`config.mk`:
```
export PLATFORM = sky130hd
export DESIGN_NAME = spdif_tx_in
export DESIGN_NICKNAME = d
export VERILOG_FILES = /design/src/rtl/spdif_tx_in_pkg.sv /design/src/rtl/spdif_tx_in.sv
export VERILOG_INCLUDE_DIRS = /design/src /design/src/rtl
export SDC_FILE = /design/constraint.sdc
export NUM_CORES = 1
export LEC_CHECK = 0
export BUFFER_PORTS_ARGS = -buffer_cell sky130_fd_sc_hd__buf_2
export CAP_MARGIN = 30
export CORE_AREA = 2 2 292 294
export CTS_CLUSTER_DIAMETER = 100
export DETAILED_ROUTE_END_ITERATION = 8
export DIE_AREA = 0 0 294 296
export PLACE_DENSITY = 0.69
export SLEW_MARGIN = 20
export SYNTH_ARGS = -nofsm -noshare
export SYNTH_HDL_FRONTEND = slang
export SYNTH_SLANG_ARGS = --single-unit
export TNS_END_PERCENT = 1
```
`constraint.sdc`:
```
create_clock -name clk_i -period 8.99 [get_ports clk_i]
set_clock_uncertainty 0.15 [all_clocks]
set_input_delay 0.4495 -clock clk_i [delete_from_list [all_inputs] [get_ports clk_i]]
set_output_delay 0.4495 -clock clk_i [all_outputs]
set_load 0.05 [all_outputs]
```
`src/rtl/spdif_tx_in_defs.svh`:
```
`ifndef SPDIF_TX_IN_DEFS_SVH
`define SPDIF_TX_IN_DEFS_SVH
`define WORD_W 24
`define HALF_BITS 6'd32
`define CNT_W 6
`define SAMPLE_W 48
`define FIFO_DEPTH 16
`define FIFO_AW 4
`define FMT_LJ 2'h0
`define FMT_I2S 2'h1
`define FMT_RJ 2'h2
`define WID_16 2'h0
`define WID_18 2'h1
`define WID_20 2'h2
`define WID_24 2'h3
`define LEN_16 6'd16
`define LEN_18 6'd18
`define LEN_20 6'd20
`define LEN_24 6'd24
`define SLOT_LJ 6'd0
`define SLOT_I2S 6'd1
`define SLOT_FIRST 6'd0
`define SLOT_NEXT 6'd1
`endif

```
`src/rtl/spdif_tx_in_pkg.sv`:
```
`default_nettype none
package spdif_tx_in_pkg;
	typedef enum logic [1:0] {
		FMT_LEFT_JUST,
		FMT_I2S_MODE,
		FMT_RIGHT_JUST,
		FMT_RESERVED
	} fmt_t;
	typedef enum logic [1:0] {
		WIDTH_16,
		WIDTH_18,
		WIDTH_20,
		WIDTH_24
	} width_t;
endpackage
`default_nettype wire

```
`src/rtl/spdif_tx_in.sv`:
```
`include "spdif_tx_in_defs.svh"
`default_nettype none

// --------------------------------------------------------------------
// Sample FIFO.
// --------------------------------------------------------------------
module sample_fifo #(
	parameter int WIDTH = 48,
	parameter int DEPTH = 16,
	parameter int AW = 4
) (
	input wire logic clk_i,
	input wire logic rst_n_i,
	input wire logic en_i,
	input wire logic in_valid_i,
	output logic in_ready_o,
	input wire logic [WIDTH-1:0] in_data_i,
	output logic out_valid_o,
	input wire logic out_ready_i,
	output logic [WIDTH-1:0] out_data_o
);
	logic [WIDTH-1:0] mem_q [DEPTH];
	logic [AW-1:0] wr_q, wr_d, rd_q, rd_d;
	logic [AW:0] cnt_q, cnt_d;
	logic push, pop;

	// Handshakes are combinational; the count gives honest full and empty.
	always_comb begin
		in_ready_o = (cnt_q != (AW+1)'(DEPTH)) && en_i;
		out_valid_o = (cnt_q != '0);
		push = in_valid_i && in_ready_o;
		pop = out_valid_o && out_ready_i && en_i;
		wr_d = push ? AW'(wr_q + 1'b1) : wr_q;
		rd_d = pop ? AW'(rd_q + 1'b1) : rd_q;
		cnt_d = (AW+1)'(cnt_q + (push ? 1'b1 : 1'b0) - (pop ? 1'b1 : 1'b0));
	end

	// Pointers and count.
	always_ff @(posedge clk_i or negedge rst_n_i) begin
		if (!rst_n_i) begin
			wr_q <= '0;
			rd_q <= '0;
			cnt_q <= '0;
		end else if (en_i) begin
			wr_q <= wr_d;
			rd_q <= rd_d;
			cnt_q <= cnt_d;
		end
	end

	// Storage has no reset; the head register samples mem_q[rd_d] every enabled cycle, written or not.
	always_ff @(posedge clk_i) begin
		if (push) begin
			mem_q[wr_q] <= in_data_i;
		end
	end

	// Head of queue, registered so the data output comes from flip-flops.
	always_ff @(posedge clk_i or negedge rst_n_i) begin
		if (!rst_n_i) begin
			out_data_o <= '0;
		end else if (en_i) begin
			out_data_o <= mem_q[rd_d];
		end
	end
endmodule

module spdif_tx_in
	import spdif_tx_in_pkg::*;
(
	input wire logic clk_i,
	input wire logic rst_n_i,
	input wire logic en_i,
	input wire logic cfg_valid_i,
	input wire spdif_tx_in_pkg::fmt_t fmt_i,
	input wire spdif_tx_in_pkg::width_t width_i,
	input wire logic bclk_i,
	input wire logic lrclk_i,
	input wire logic sdata_i,
	output logic pair_valid_o,
	input wire logic pair_ready_i,
	output logic [`WORD_W-1:0] left_o,
	output logic [`WORD_W-1:0] right_o,
	output logic first_left_o,
	output logic overflow_o
);
	import spdif_tx_in_pkg::*;

	// ----------------------------------------------------------------
	// Configuration.
	// ----------------------------------------------------------------
	fmt_t fmt_q, fmt_d;
	width_t wid_q, wid_d;

	// Format is latched from the strobe; reset leaves I2S in force.
	always_comb begin
		fmt_d = fmt_q;
		wid_d = wid_q;
		if (cfg_valid_i && fmt_i != FMT_RESERVED) begin
			fmt_d = fmt_i;
			wid_d = width_i;
		end
	end

	always_ff @(posedge clk_i or negedge rst_n_i) begin
		if (!rst_n_i) begin
			fmt_q <= FMT_I2S_MODE;
			wid_q <= WIDTH_24;
		end else if (en_i) begin
			fmt_q <= fmt_d;
			wid_q <= wid_d;
		end
	end

	// ----------------------------------------------------------------
	// Pin synchronisers and bit-clock edge detection.
	// ----------------------------------------------------------------
	logic [2:0] s1_q, s2_q, s1_d, s2_d;
	logic bclk_prev_q, bclk_prev_d, rise;

	// First stage feeds only the second; edges are found on stage two.
	always_comb begin
		s1_d = {bclk_i, lrclk_i, sdata_i};
		s2_d = s1_q;
		bclk_prev_d = s2_q[2];
		rise = s2_q[2] && !bclk_prev_q;
	end

	always_ff @(posedge clk_i or negedge rst_n_i) begin
		if (!rst_n_i) begin
			s1_q <= '0;
			s2_q <= '0;
			bclk_prev_q <= 1'b0;
		end else if (en_i) begin
			s1_q <= s1_d;
			s2_q <= s2_d;
			bclk_prev_q <= bclk_prev_d;
		end
	end

	// ----------------------------------------------------------------
	// Deserializer.
	// ----------------------------------------------------------------

	// Word length in bits for a width code.
	function automatic logic [`CNT_W-1:0] word_len(input width_t w);
		unique case (w)
			WIDTH_16: word_len = `LEN_16;
			WIDTH_18: word_len = `LEN_18;
			WIDTH_20: word_len = `LEN_20;
			WIDTH_24: word_len = `LEN_24;
		endcase
	endfunction

	// Bit position in the half-frame where the MSB lands.
	function automatic logic [`CNT_W-1:0] msb_slot(input fmt_t f, input width_t w);
		unique case (f)
			FMT_LEFT_JUST: msb_slot = `SLOT_LJ;
			FMT_I2S_MODE: msb_slot = `SLOT_I2S;
			default: msb_slot = `CNT_W'(`HALF_BITS - word_len(w));
		endcase
	endfunction

	logic lr_prev_q, lr_prev_d;
	logic [`CNT_W-1:0] pos_q, pos_d;
	logic [`WORD_W-1:0] sh_q, sh_d, left_q, left_d;
	logic done_q, done_d;
	logic push_valid, push_ready, is_left, frame_edge, cur_left;
	logic [`CNT_W-1:0] start, len, slot;
	logic [`SAMPLE_W-1:0] push_data;
	logic ovf_q, ovf_d;

	// Channel polarity: I2S is low-for-left, the other two high-for-left.
	// A word is finished when its LSB is taken; right word completes a pair.
	always_comb begin
		lr_prev_d = lr_prev_q;
		pos_d = pos_q;
		sh_d = sh_q;
		left_d = left_q;
		done_d = done_q;
		push_valid = 1'b0;
		push_data = {left_q, sh_q};
		ovf_d = ovf_q;
		start = msb_slot(fmt_q, wid_q);
		len = word_len(wid_q);
		frame_edge = s2_q[1] != lr_prev_q;
		slot = frame_edge ? `SLOT_FIRST : pos_q; // Slot index of the current bit in its half-frame.
		cur_left = (fmt_q == FMT_I2S_MODE) ? !s2_q[1] : s2_q[1];
		is_left = cur_left;
		if (rise) begin
			lr_prev_d = s2_q[1];
			pos_d = frame_edge ? `SLOT_NEXT : `CNT_W'(pos_q + 1'b1);
			// Bits are placed from MSB downward; shorter words sit left-aligned.
			if (slot >= start && slot < `CNT_W'(start + len)) begin
				sh_d = {sh_q[`WORD_W-2:0], s2_q[0]};
				if (slot == `CNT_W'(start + len - 1'b1)) begin
					sh_d = `WORD_W'({sh_q[`WORD_W-2:0], s2_q[0]} << (`WORD_W - len));
					if (is_left) begin
						left_d = sh_d;
						done_d = 1'b1;
					end else if (done_q) begin
						push_valid = 1'b1;
						push_data = {left_q, sh_d};
						done_d = 1'b0;
					end
				end
			end else if (frame_edge && slot < start) begin
				sh_d = '0;
			end
		end
		if (push_valid && !push_ready) begin
			ovf_d = 1'b1;
		end
	end

	always_ff @(posedge clk_i or negedge rst_n_i) begin
		if (!rst_n_i) begin
			lr_prev_q <= 1'b0;
			pos_q <= '0;
			sh_q <= '0;
			left_q <= '0;
			done_q <= 1'b0;
			ovf_q <= 1'b0;
		end else if (en_i) begin
			lr_prev_q <= lr_prev_d;
			pos_q <= pos_d;
			sh_q <= sh_d;
			left_q <= left_d;
			done_q <= done_d;
			ovf_q <= ovf_d;
		end
	end

	// ----------------------------------------------------------------
	// Output buffering toward the encoder.
	// ----------------------------------------------------------------
	// The serial source cannot be stalled, so a full FIFO drops the pair
	// and raises the sticky overflow flag instead.
	logic [`SAMPLE_W-1:0] pop_data;

	sample_fifo #(
		.WIDTH(`SAMPLE_W),
		.DEPTH(`FIFO_DEPTH),
		.AW(`FIFO_AW)
	) u_fifo (
		.clk_i(clk_i),
		.rst_n_i(rst_n_i),
		.en_i(en_i),
		.in_valid_i(push_valid),
		.in_ready_o(push_ready),
		.in_data_i(push_data),
		.out_valid_o(pair_valid_o),
		.out_ready_i(pair_ready_i),
		.out_data_o(pop_data)
	);

	// Both words of a pair leave together on left_o and right_o; first_left_o is held high.
	always_comb begin
		left_o = pop_data[`SAMPLE_W-1:`WORD_W];
		right_o = pop_data[`WORD_W-1:0];
		first_left_o = 1'b1;
		overflow_o = ovf_q;
	end
endmodule
`default_nettype wire

```
# ---- Word level (Yosys, flattened, before mapping)
# Memory sizes are Yosys's and may differ from the RTL's. A register that Yosys moved wholly into a read port is not among the register bits.
# Cells that the tools add are included.
dict set report classes {
  n_addsub 9
  n_lt_le_gt_ge 3
  eq_ne 8
  shift 1
  n_mux 25
  n_reduce_logical 25
}
# operator n
set op_table {}
lappend op_table {{2-to-1 mux 24 bit} 8}
lappend op_table {{left shift 24 x 32 -> 24 bit} 1}
lappend op_table {{one-hot mux 6 bit (4 select lines)} 1}
lappend op_table {{2-to-1 mux 6 bit} 3}
lappend op_table {{less-than comparator 6 bit} 2}
lappend op_table {{one-hot mux 6 bit (2 select lines)} 1}
lappend op_table {{2-to-1 mux 1 bit} 11}
lappend op_table {{logical AND 1 bit} 9}
lappend op_table {{adder 4 x 1 -> 4 bit, second input constant} 2}
lappend op_table {{AND reduction 2 bit} 4}
lappend op_table {{subtractor 5 x 6 -> 7 bit, first input constant} 1}
lappend op_table {{adder 6 x 1 -> 6 bit, second input constant} 1}
lappend op_table {{adder 6 bit} 1}
lappend op_table {{equality test 6 bit} 1}
lappend op_table {{>= comparator 6 bit} 1}
lappend op_table {{subtractor 6 x 1 -> 6 bit, second input constant} 1}
lappend op_table {{subtractor 6 bit, first input constant} 1}
lappend op_table {{adder 5 bit} 1}
lappend op_table {{!= test 5 bit, second input constant} 1}
lappend op_table {{AND reduction 5 bit} 1}
lappend op_table {{nonzero test 5 bit} 1}
lappend op_table {{subtractor 5 bit} 1}
lappend op_table {{equality test 2 x 1 -> 1 bit, second input constant} 2}
lappend op_table {{equality test 2 bit, second input constant} 2}
lappend op_table {{9 further kinds} 13}
dict set report word_totals {
  ff_bits 81
  mem_bits_rw 768
  inputBits 12
  word_cells 86
  memories 1
}
# memory words word_bits read_ports rd_clocked_by_memory_dff wr line_no
set memory_table {}
lappend memory_table {u_fifo.mem_q 16 48 1 1 1 spdif_tx_in.sv:22} ;# logic [WIDTH-1:0] mem_q [DEPTH];

# ---- Longest topological paths before layout
# Gate-level depths: netlist of run 1.
dict set report depth {
  word_depth 15
  mapped_depth 24
  mapped_depth_nobuf 22
}

# ---- Hierarchy
# Synthesis of run 1 repeated with hierarchy kept, for this count alone.
dict set report unflattened {
  hier_cells 2426
  area_unflattened_um2 42952.4
}
# mod instances cells_per_inst area_per_inst_um2 seq_area_each_um2
set by_module_without_submodules {}
lappend by_module_without_submodules {sample_fifo 1 1945 38175.4 24588.6}
lappend by_module_without_submodules {spdif_tx_in 1 481 4777.1 1705.4}

# ---- Worst setup path after synthesis of run 1
# OpenSTA, ideal clock, no wires.
dict set report synth_path {
  kind {register -> register}
  startpoint {register wid_q[0]}
  endpoint {memory u_fifo.mem_q[10][0] (enable)}
  arrival_ns 8.866
  path_slack_ns -0.599
  path_stages_with_launch 19
  path_buffers 4
  cell_sequence {dfstp_2 ha_1 buf_1 clkbuf_1 nand2_1 o21ai_0 ha_1 a31oi_1 xnor2_1 inv_1 ha_1 a21oi_1 a311oi_1 a2111oi_0 nand4_1 or2_1 buf_2 buf_6 nor4_1}
}
dict set report synth_via {
  elab_chain_len 14
  elab_cells_between_ends 20
  cone_classes {3 x add/sub; 2 x order compare; 4 x eq/ne; 8 x mux; 3 x reduce/logical}
}
# item line_no
set synth_lines {}
lappend synth_lines {{start, declared} spdif_tx_in.sv:93} ;# width_t wid_q, wid_d;
lappend synth_lines {{start signal, assigned} spdif_tx_in.sv:111} ;# wid_q <= wid_d;
lappend synth_lines {{equality test 2 bit (tied with other cells)} spdif_tx_in.sv:147} ;# unique case (w)
lappend synth_lines {{one-hot mux 6 bit (4 select lines) (*)} spdif_tx_in.sv:147}
lappend synth_lines {{2-to-1 mux 6 bit} spdif_tx_in.sv:157} ;# unique case (f)
lappend synth_lines {{subtractor 6 bit (no line)} n/a}
lappend synth_lines {{one-hot mux 6 bit (2 select lines)} spdif_tx_in.sv:157}
lappend synth_lines {{adder 6 bit} {spdif_tx_in.sv:194, spdif_tx_in.sv:196}}
lappend synth_lines {{subtractor 6 x 1 -> 6 bit} spdif_tx_in.sv:196} ;# if (slot == `CNT_W'(start + len - 1'b1)) begin
lappend synth_lines {{equality test 6 bit} spdif_tx_in.sv:196}
lappend synth_lines {{2-to-1 mux 1 bit} spdif_tx_in.sv:196}
lappend synth_lines {{2-to-1 mux 1 bit (*)} spdif_tx_in.sv:194} ;# if (slot >= start && slot < `CNT_W'(start + len)) begin
lappend synth_lines {{2-to-1 mux 1 bit (*)} spdif_tx_in.sv:190} ;# if (rise) begin
lappend synth_lines {{logical AND 1 bit (*)} spdif_tx_in.sv:31} ;# push = in_valid_i && in_ready_o;
lappend synth_lines {{2-to-1 mux 1 bit (*)} spdif_tx_in.sv:53} ;# if (push) begin
lappend synth_lines {{2-to-1 mux 1 bit (implied by the code) (*)} spdif_tx_in.sv:54} ;# mem_q[wr_q] <= in_data_i;
lappend synth_lines {{end, declared} spdif_tx_in.sv:22}
# Every way passes the cells marked *; elsewhere a longest branch is shown, timed or not. The select of a mux whose other input is x is not followed.

# ---- Final worst setup path of run 1
dict set report layout_path {
  startpoint {register wid_q[1]}
  endpoint {memory u_fifo.mem_q[15][10] (enable)}
}
# The elaborated chain is that of the path after synthesis.

==> results, run 1 <==
- At the later pin of the worst-skew pair, clock insertion delay measures 670 ps.
- STA classifies the critical path endpoint as a flop.
- In the global route stage, overall resource usage came out at about a quarter.
- The power density relative to cell area is 305.7 nW/um^2.
- Gates resized during post-CTS repair numbered 0.
- The met1 track demand over resource is roughly 35%.
- The post-CTS setup buffer count is 0.
- Setup repair after global routing left no endpoint under its margin.
- In the layout the commonest cells are 768 x sky130_fd_sc_hd__edfxtp_1, 545 x sky130_fd_sc_hd__mux2i_1, 228 x sky130_fd_sc_hd__o22ai_1.
- Entering global routing, the biggest net connects 159 pins.
- The post-synthesis share of cell area spent on and, or, nand and nor gates is 5.825%.
- The multiplexer share of the synthesized area is 15.03%.
- The slew at the pin closest to its max-slew limit is 1046 ps.
- Hold repair after CTS inserted 12 buffers.
- In the routed layout, each cell is associated on average with a via count of 6.657.
- Traced cell by cell, the critical path runs through inv_1, ha_1, buf_4, nand2_1, o21ai_0, ha_1, a31oi_1, xnor2_1, inv_1, ha_1, a21oi_1, a311oi_1, a2111oi_0, nand4_1, nor4_1, nor2b_4, buf_4.
- The average routed wire per standard cell is around 28 um.
- The run finished with clean final reports.
- The cell with the largest stage delay on the worst path is sky130_fd_sc_hd__nor2b_4.
- The setup TNS after final layout is 0 ps.
- The post-synthesis instance total is about 3000.
- Sequential elements use 63.39% of the synthesized area.
- The post-route netlist has 12.44% of its cells at a drive strength greater than 1.
- The starting density of the core is between 40% and 50%.
- IR analysis of the VDD net gives a maximum drop of 0.2349 mV.
- CTS saw 897 sinks.
- The die extent in x is 294 um.
- The synthesized-area fraction occupied by xor and xnor cells is 0.5460%.
- The cell family contributing the most delay on the critical path is simple AND/OR/NAND/NOR gates.
- The final layout contains just over 3000 nets.
- In this run, the number of DRC markers left after iteration 0 of detailed routing was 3288.
- In this run the tightest slew margin relative to its limit is 30.23%.
- The area growth from synthesis to layout is 12.27%.
- The most common flop cell mapped by yosys is sky130_fd_sc_hd__edfxtp_1.
- The total number of placement rows is 107.
- Setup violations remaining at the end of the flow were counted as 0.
- The number of antenna violations at the first check in global routing is 4.
- The busiest layer in global routing is met2.
- The standby leakage power is 16.33 nW.
- The average cell area after synthesis is 13.82 sq um.
- The number of global-route vias before repair is 27720.
- Synthesis inferred 897 register bits.
- The cell area reported after detailed placement is 43090 sq um.
- In the global route stage, met3 resource usage came out at 3.995%.
- The fraction of registers with async set or reset after synthesis is 14.38%.
- Input and output buffers added on the ports amount to a little over 60.
- The placer congestion estimate is 0.8460.
- The cell at the root of the clock tree is sky130_fd_sc_hd__clkbuf_16.
- The total congestion overflow is 0.
- Summed over all layers, the routed wires come to 115900 um.
- The TritonCTS buffer count is 95.
- The synthesized netlist devotes 11.33% of its cell area to compound gates.
- The post-synthesis cell area is a little over 40000 sq um.
- After routing the design area is 46570 sq um.
- For the worst setup path, the data arrival time is 6670 ps.
- The routed layout has 27870 vias.
- The total die area is 87020 sq um.
- The kind of path behind the tightest hold check is input pin to flop.
- In the post-synthesis netlist, the biggest area contributors are sky130_fd_sc_hd__edfxtp_1 56%, sky130_fd_sc_hd__mux2i_1 13%, sky130_fd_sc_hd__dfrtp_1 7.6%.
- The core region is 84210 sq um.
- On the worst path, the slowest cell contributes a delay of just over 800 ps.
- The count of flip-flops with a built-in enable after synthesis is around 770.
- The yosys synthesis warning count is 0.
- Derived from the worst setup path, the maximum achievable clock frequency is 0.1522 GHz.
- Of the post-synthesis cell area, the dominant cell type holds 55.60%.
- The final instance count without filler cells is around 4200.
- The chip height is around 300 um.
- The clock tree from TritonCTS is yes.
- The count of final hold-check violations is 0.
- When the netlist entered floorplanning its net count stood at 3044.
- The tool flagged a number of max-cap violations equal to 0.
- The total number of H-tree levels is 3.
- Data on the critical path is required at its endpoint by just over 9000 ps.
- After synthesis, the largest family of logic cells by area is multiplexers.
- The most numerous cell type found on the critical path is sky130_fd_sc_hd__ha_1.
- The commonest non-fill, non-tap cell in the layout is sky130_fd_sc_hd__edfxtp_1.
- The critical path in this run is classified as flop to flop.
- The number of buffers on the longest clock path is 3.
- Of the total synthesized cell area, the portion taken by full adders, half adders and majority gates is less than 1%.
- Along the worst path, the maximum fanout reaches 32.
- Including well taps, the total number of placed cells is approximately 4000.
- The global-route met2 utilization is about 43%.
- The number of max-slew violations in the final report was 0.
- The antenna violation net count after detailed routing is 0.
- Detailed placement ended at an HPWL of 65380 um.
- The number of top-level design ports is 63.
- The number of buffers and inverters on the critical path is 4.
- Of all cell types, the one taking the most synthesized area is sky130_fd_sc_hd__edfxtp_1.
- The clock slew seen by the registers of the worst setup and hold paths is roughly 70 ps.
- In the routed design, unresolved DRC markers number 0.
- The post-route clock period utilization is 73.07%.
- The wire length of the first global-routing pass is 172700 um.
- The detailed-routing iteration count for the pre-antenna-repair pass is 6.
- The post-synthesis cell type count is 70.
- The nature of the critical path startpoint is a flop.
- The final critical delay including setup and external delays is 6569 ps.
==> synth_stat cells, types with 5 or more instances <==
library cell / instances
sky130_fd_sc_hd__inv_1: 71
sky130_fd_sc_hd__clkbuf_1: 202
sky130_fd_sc_hd__buf_2: 5
sky130_fd_sc_hd__and3_1: 19
sky130_fd_sc_hd__buf_4: 7
sky130_fd_sc_hd__a311o_1: 17
sky130_fd_sc_hd__nor3_1: 82
sky130_fd_sc_hd__a21oi_1: 30
sky130_fd_sc_hd__mux2_1: 10
sky130_fd_sc_hd__mux2i_1: 545
sky130_fd_sc_hd__dfrtp_1: 126
sky130_fd_sc_hd__mux2_2: 51
sky130_fd_sc_hd__o22ai_1: 228
sky130_fd_sc_hd__a221oi_1: 120
sky130_fd_sc_hd__nand2b_1: 9
sky130_fd_sc_hd__nor2_1: 96
sky130_fd_sc_hd__ha_1: 29
sky130_fd_sc_hd__and2_1: 9
sky130_fd_sc_hd__a211oi_1: 29
sky130_fd_sc_hd__o21ai_0: 36
sky130_fd_sc_hd__xor2_1: 5
sky130_fd_sc_hd__o311ai_0: 11
sky130_fd_sc_hd__o221ai_1: 110
sky130_fd_sc_hd__edfxtp_1: 768
sky130_fd_sc_hd__nor4_1: 15
sky130_fd_sc_hd__nand3_1: 38
sky130_fd_sc_hd__nor2b_1: 16
sky130_fd_sc_hd__or3_1: 48
sky130_fd_sc_hd__nand2_1: 142
sky130_fd_sc_hd__a21o_1: 5
sky130_fd_sc_hd__a22oi_1: 5
sky130_fd_sc_hd__buf_1: 25
sky130_fd_sc_hd__xnor2_1: 11
sky130_fd_sc_hd__o2bb2ai_1: 24
==> stage by stage <==
step                worst slack (ps)  util [%]  hold slack, ps  power [mW]
detailed placement              2278     51.17           346.9       10.21
CTS                             2196     55.12           77.64       14.21
global placement                2318     51.05           324.3       10.08
finish                          2421     55.30           104.1       14.23
floorplan                     -599.0         -           3.909       8.748
global route                    1803     55.29           143.1       14.85
==> flip-flops by register name, summed over array words and instances, names as in the netlist, 4 cells and up <==
register and flops:
sh_q 24, left_q 24, u_fifo.wr_q 4, u_fifo.cnt_q 5, u_fifo.rd_q 4, pos_q 6, u_fifo.mem_q 768, u_fifo.out_data_o 48
==> power breakdown <==
part / switching (mW) / total, mW / leakage [nW] / internal, mW
Clock: 1.63 / 4.01 / 1.56 / 2.38
Sequential: 0.245 / 4.94 / 7.70 / 4.69
Combinational: 3.36 / 5.28 / 7.07 / 1.92
==> per-layer routing <==
layer	vias to the layer above	share of wire [%]
li1	12030	-
met1	14180	40
met2	1409	48
met3	245	8.2
met4	4	3.4
met5	-	0.030
==> final timing paths <==
kind,start,end,slack [ps],cells past startpoint
setup reg to reg,wid_q[1],u_fifo.mem_q[15][10],2420,17
min in group asynchronous,rst_n_i,u_fifo.out_data_o[8],280,2
setup / recovery,wid_q[1],u_fifo.mem_q[15][10],2420,17
hold reg to reg,pos_q[5],pos_q[5],340,1
max in group asynchronous,rst_n_i,sh_q[16],7210,4
hold / removal,cfg_valid_i,wid_q[0],100,5
==> cells by family (layout without fill, tap and decap cells) <==
logic type / Yosys count / count (layout)
flops: 897 / 897
compound gates: 634 / 634
mux: 610 / 610
simple gates: 495 / 495
buf+inv: 315 / 408
fa+ha+maj: 30 / 30
xor+xnor: 20 / 20
other cells: 1 / 2
==> cell type report <==
cell class	instances	area, sq um
clock inverter	53	614.3
tap	1090	1364
sequential	897	26300
inverter	75	285.3
fill	6629	37640
multi-input combinational	1790	14140
timing repair buffer	158	1269
clock buffer	122	2592
antenna	1	2.502
==> worst register-to-register path, cell delays in order, from the launching register on <==
cell,delay (ps)
sky130_fd_sc_hd__dfstp_2,540
sky130_fd_sc_hd__inv_1,80
sky130_fd_sc_hd__ha_1,180
sky130_fd_sc_hd__buf_4,250
sky130_fd_sc_hd__nand2_1,180
sky130_fd_sc_hd__o21ai_0,100
sky130_fd_sc_hd__ha_1,230
sky130_fd_sc_hd__a31oi_1,180
sky130_fd_sc_hd__xnor2_1,250
sky130_fd_sc_hd__inv_1,90
sky130_fd_sc_hd__ha_1,320
sky130_fd_sc_hd__a21oi_1,190
sky130_fd_sc_hd__a311oi_1,120
sky130_fd_sc_hd__a2111oi_0,670
sky130_fd_sc_hd__nand4_1,440
sky130_fd_sc_hd__nor4_1,680
sky130_fd_sc_hd__nor2b_4,830
sky130_fd_sc_hd__buf_4,640
(Power assumes the default switching activity.)
==> run 2: changes to the inputs <==
PLACE_DENSITY = 0.66   (was 0.69)
clock period = 6.2 ns   (was 8.99 ns; I/O delays follow)
==> run 2 against run 1 <==
  * Non-clock buffer count increased by 13
  * Maximum frequency grew 16%
  * Total power grew 44%
  * Cell area grew 0.35%
  * Flip-flop and latch count is the same
  * Die area did not move
  * Cell count increased by 0.43%
  * Utilization rose by 0.19 points
  * Routed wire length is 0.46% higher
  * Sequential share of layout area is 0.20 points lower
  * Critical endpoint is now u_fifo.mem_q[7][15]
  * Highest routed layer unchanged
==> results, run 2 (synthesized netlist as in run 1, its figures left out) <==
- The tree is rooted in a sky130_fd_sc_hd__clkbuf_16.
- The total die area is 87020 sq um.
- The final instance count without filler cells is 4204.
- The register with the most flip-flops in the layout has 768 of them.
- The wire length of the first global-routing pass is 173000 um.
- At the pin with the least slew margin, the transition time is 1058 ps.
- In this run the deepest clock path goes through 3 buffers.
- Data on the critical path arrives at its endpoint at 5760 ps.
- For this design the ratio of total power to cell area is 439.7 nW/um^2.
- u_fifo.mem_q holds more flip-flops than any other register.
- In this run the core area contains 107 standard-cell rows.
- The total of buffers placed on input and output ports is 61.
- The number of sinks driven by the clock tree is around 900.
- The total net switching power is 7.621 mW.
- Subtracting the final worst setup slack from the clock period gives ~5600 ps.
- The total congestion overflow is 0.
- In this run the horizontal extent of the chip is 294 um.
- Entering global routing, the biggest net connects ~180 pins.
- The flow ran to the end, and the final reports show no timing, DRC or antenna violations.
- In this run the tightest slew margin relative to its limit is 29.48%.
- For this run, design rule violations remaining after detail routing come to 0.
- The number of nets in the layout is 3071.
- The worst setup path is launched from a flop.
- The number of top-level design ports is 63.
- The largest registers in the layout are u_fifo.mem_q (768), u_fifo.out_data_o (48).
- The number of global-route vias before repair was 27690.
- The number of max-slew violations in the final report came to 0.
- The count of nets left with antenna violations once routing finished came out at 0.
- Setup repair after global routing left no endpoint under its margin.
- The library cell used most frequently in the layout, excluding fill and tap cells, is sky130_fd_sc_hd__edfxtp_1.
- The violation count after the first detailed-routing iteration is about 2800.
- The setup TNS after final layout is 0 ps.
- The final count of negative-setup-slack endpoints is 0.
- Data on the critical path is required at its endpoint by 6320 ps.
- The post-route clock period utilization is 91.00%.
- The category of the worst setup path capture point is a flop.
- The number of vias in the routed layout is 27780.
- The final routed wirelength across all metal layers is around 120000 um.
- The count of cells resized by post-cts repair is 0.
- The minimum setup slack after placement is 570.4 ps.
- TritonCTS built the clock tree.
- In the global route stage, overall resource usage came out at 26.46%.
- The average routed wire per standard cell is 27.69 um.
- In the layout the commonest cells are 768 x sky130_fd_sc_hd__edfxtp_1, 545 x sky130_fd_sc_hd__mux2i_1, 228 x sky130_fd_sc_hd__o22ai_1.
- The first TritonRoute pass finished after 6 iterations.
- The source-to-sink clock delay at the later pin of the worst-skew pair is 670 ps.
- The worst-path maximum fanout is 35.
- The number of antenna violations at the first check in global routing is 7.
- The clock power share is between 20 and 30%.
- Of the total power, the share spent switching nets is 37.10%.
- The total internal power is 12.92 mW.
- The estimated wirelength of the detail-placed design is 65730 um.
- IR analysis of the VDD net gives a maximum drop of 0.5103 mV.
- The count of final hold-check violations is 0.
- Counting the buffers created by CTS gives 94.
- The total number of H-tree levels is 3.
- Setup slack closes at 558.0 ps.
- The ratio of cells with drive above 1 in the final layout is 12.80%.
- For this design the static power due to leakage is 16.38 nW.
- Per report_power, the sequential group accounts for 34.7% of the total.
- Relative to the synthesized area, the layout overhead comes to 12.66%.
- Across the run, the number of max-cap violations was 0.
- The achievable clock frequency is 0.1772 GHz.
- After clock tree synthesis, the clock-pin slew on the worst setup and hold paths is 60 ps.
- The part of the total power dissipated in combinational logic is 37.7%.
- The region available for standard cell placement spans 84210 sq um.
- The chip height is between 200 and 300 um.
- The average via count per standard cell is 6.607.
- The critical path in this run is classified as flop to flop.
- The kind of path behind the tightest hold check is input pin to flop.
- For this configuration, the core starts out at a cell density of 49.25%.
- The placer congestion estimate is 0.8442.
- The number of placed instances, taps included, is 4001.
## run 2: cell type report
class                   count  area, sq um
diodes                      4        10.01
well taps                1090         1364
inverters                  75        284.0
clock buffers             138         2719
repair buffers            171         1380
flip-flops and latches    897        26300
fillers                  6713        37480
multi-input cells        1790        14250
clock inverters            39        417.9
## run 2: layer usage
layer | GRT usage, % | up-vias | part of all wire [%]
met5 | 0 | - | 0.036
met4 | 8.848 | 6 | 3.3
met3 | 4.946 | 222 | 8.1
met2 | 44.22 | 1226 | 48
met1 | 34.93 | 14270 | 41
li1 | - | 12060 | -
## run 2: stage by stage
| stage | instance area [sq um] | hold WS [ps] | power [mW] | util [%] |
|---|---|---|---|---|
| after floorplan | 41690 | -135.6 | 12.70 | - |
| after global placement | 43270 | 319.1 | 14.71 | 51.38 |
| after detailed placement | 43310 | 317.6 | 14.87 | 51.43 |
| after CTS | 46600 | 27.83 | 20.53 | 55.33 |
| after global routing | 46720 | 68.95 | 21.39 | 55.48 |
| final | 46730 | 56.61 | 20.54 | 55.49 |
## run 2: power groups by stage
stage / Sequential [mW] / Combinational, mW / Clock (mW)
after floorplan: 7.60 / 5.10 / 0
after global placement: 7.23 / 7.48 / 0
after detailed placement: 7.24 / 7.63 / 0
after CTS: 7.12 / 7.67 / 5.75
after global routing: 7.14 / 8.28 / 5.97
final: 7.13 / 7.74 / 5.67
## run 2: timing repair
item / CTS / global route
buffers inserted: 0 / 0
hold buffers: 15 / 1
setup endpoints to repair: 0 / 0
hold endpoints to repair: 86 / 19
## run 2: worst paths after layout
kind                       startpoint               endpoint  slack [ps]  cells after the start
setup / recovery             wid_q[0]    u_fifo.mem_q[7][15]         560                     16
hold / removal                   en_i        u_fifo.cnt_q[2]          60                      2
min in group asynchronous     rst_n_i  u_fifo.out_data_o[14]         450                      3
hold reg to reg              pos_q[5]               pos_q[5]         330                      1
max in group asynchronous     rst_n_i   u_fifo.out_data_o[0]        3980                      5
setup reg to reg             wid_q[0]    u_fifo.mem_q[7][15]         560                     16
## run 2: critical path, cell delays in order, from the launching register on
cell and delay (ps):
sky130_fd_sc_hd__dfstp_2 550, sky130_fd_sc_hd__inv_1 90, sky130_fd_sc_hd__ha_1 230, sky130_fd_sc_hd__nand2b_1 170, sky130_fd_sc_hd__inv_1 80, sky130_fd_sc_hd__ha_1 250
sky130_fd_sc_hd__xnor2_1 390, sky130_fd_sc_hd__inv_1 90, sky130_fd_sc_hd__ha_1 320, sky130_fd_sc_hd__a21oi_1 170, sky130_fd_sc_hd__a311oi_1 110, sky130_fd_sc_hd__a2111oi_0 670
sky130_fd_sc_hd__nand4_1 390, sky130_fd_sc_hd__or2_1 310, sky130_fd_sc_hd__buf_4 260, sky130_fd_sc_hd__nor4_4 310, sky130_fd_sc_hd__buf_4 680
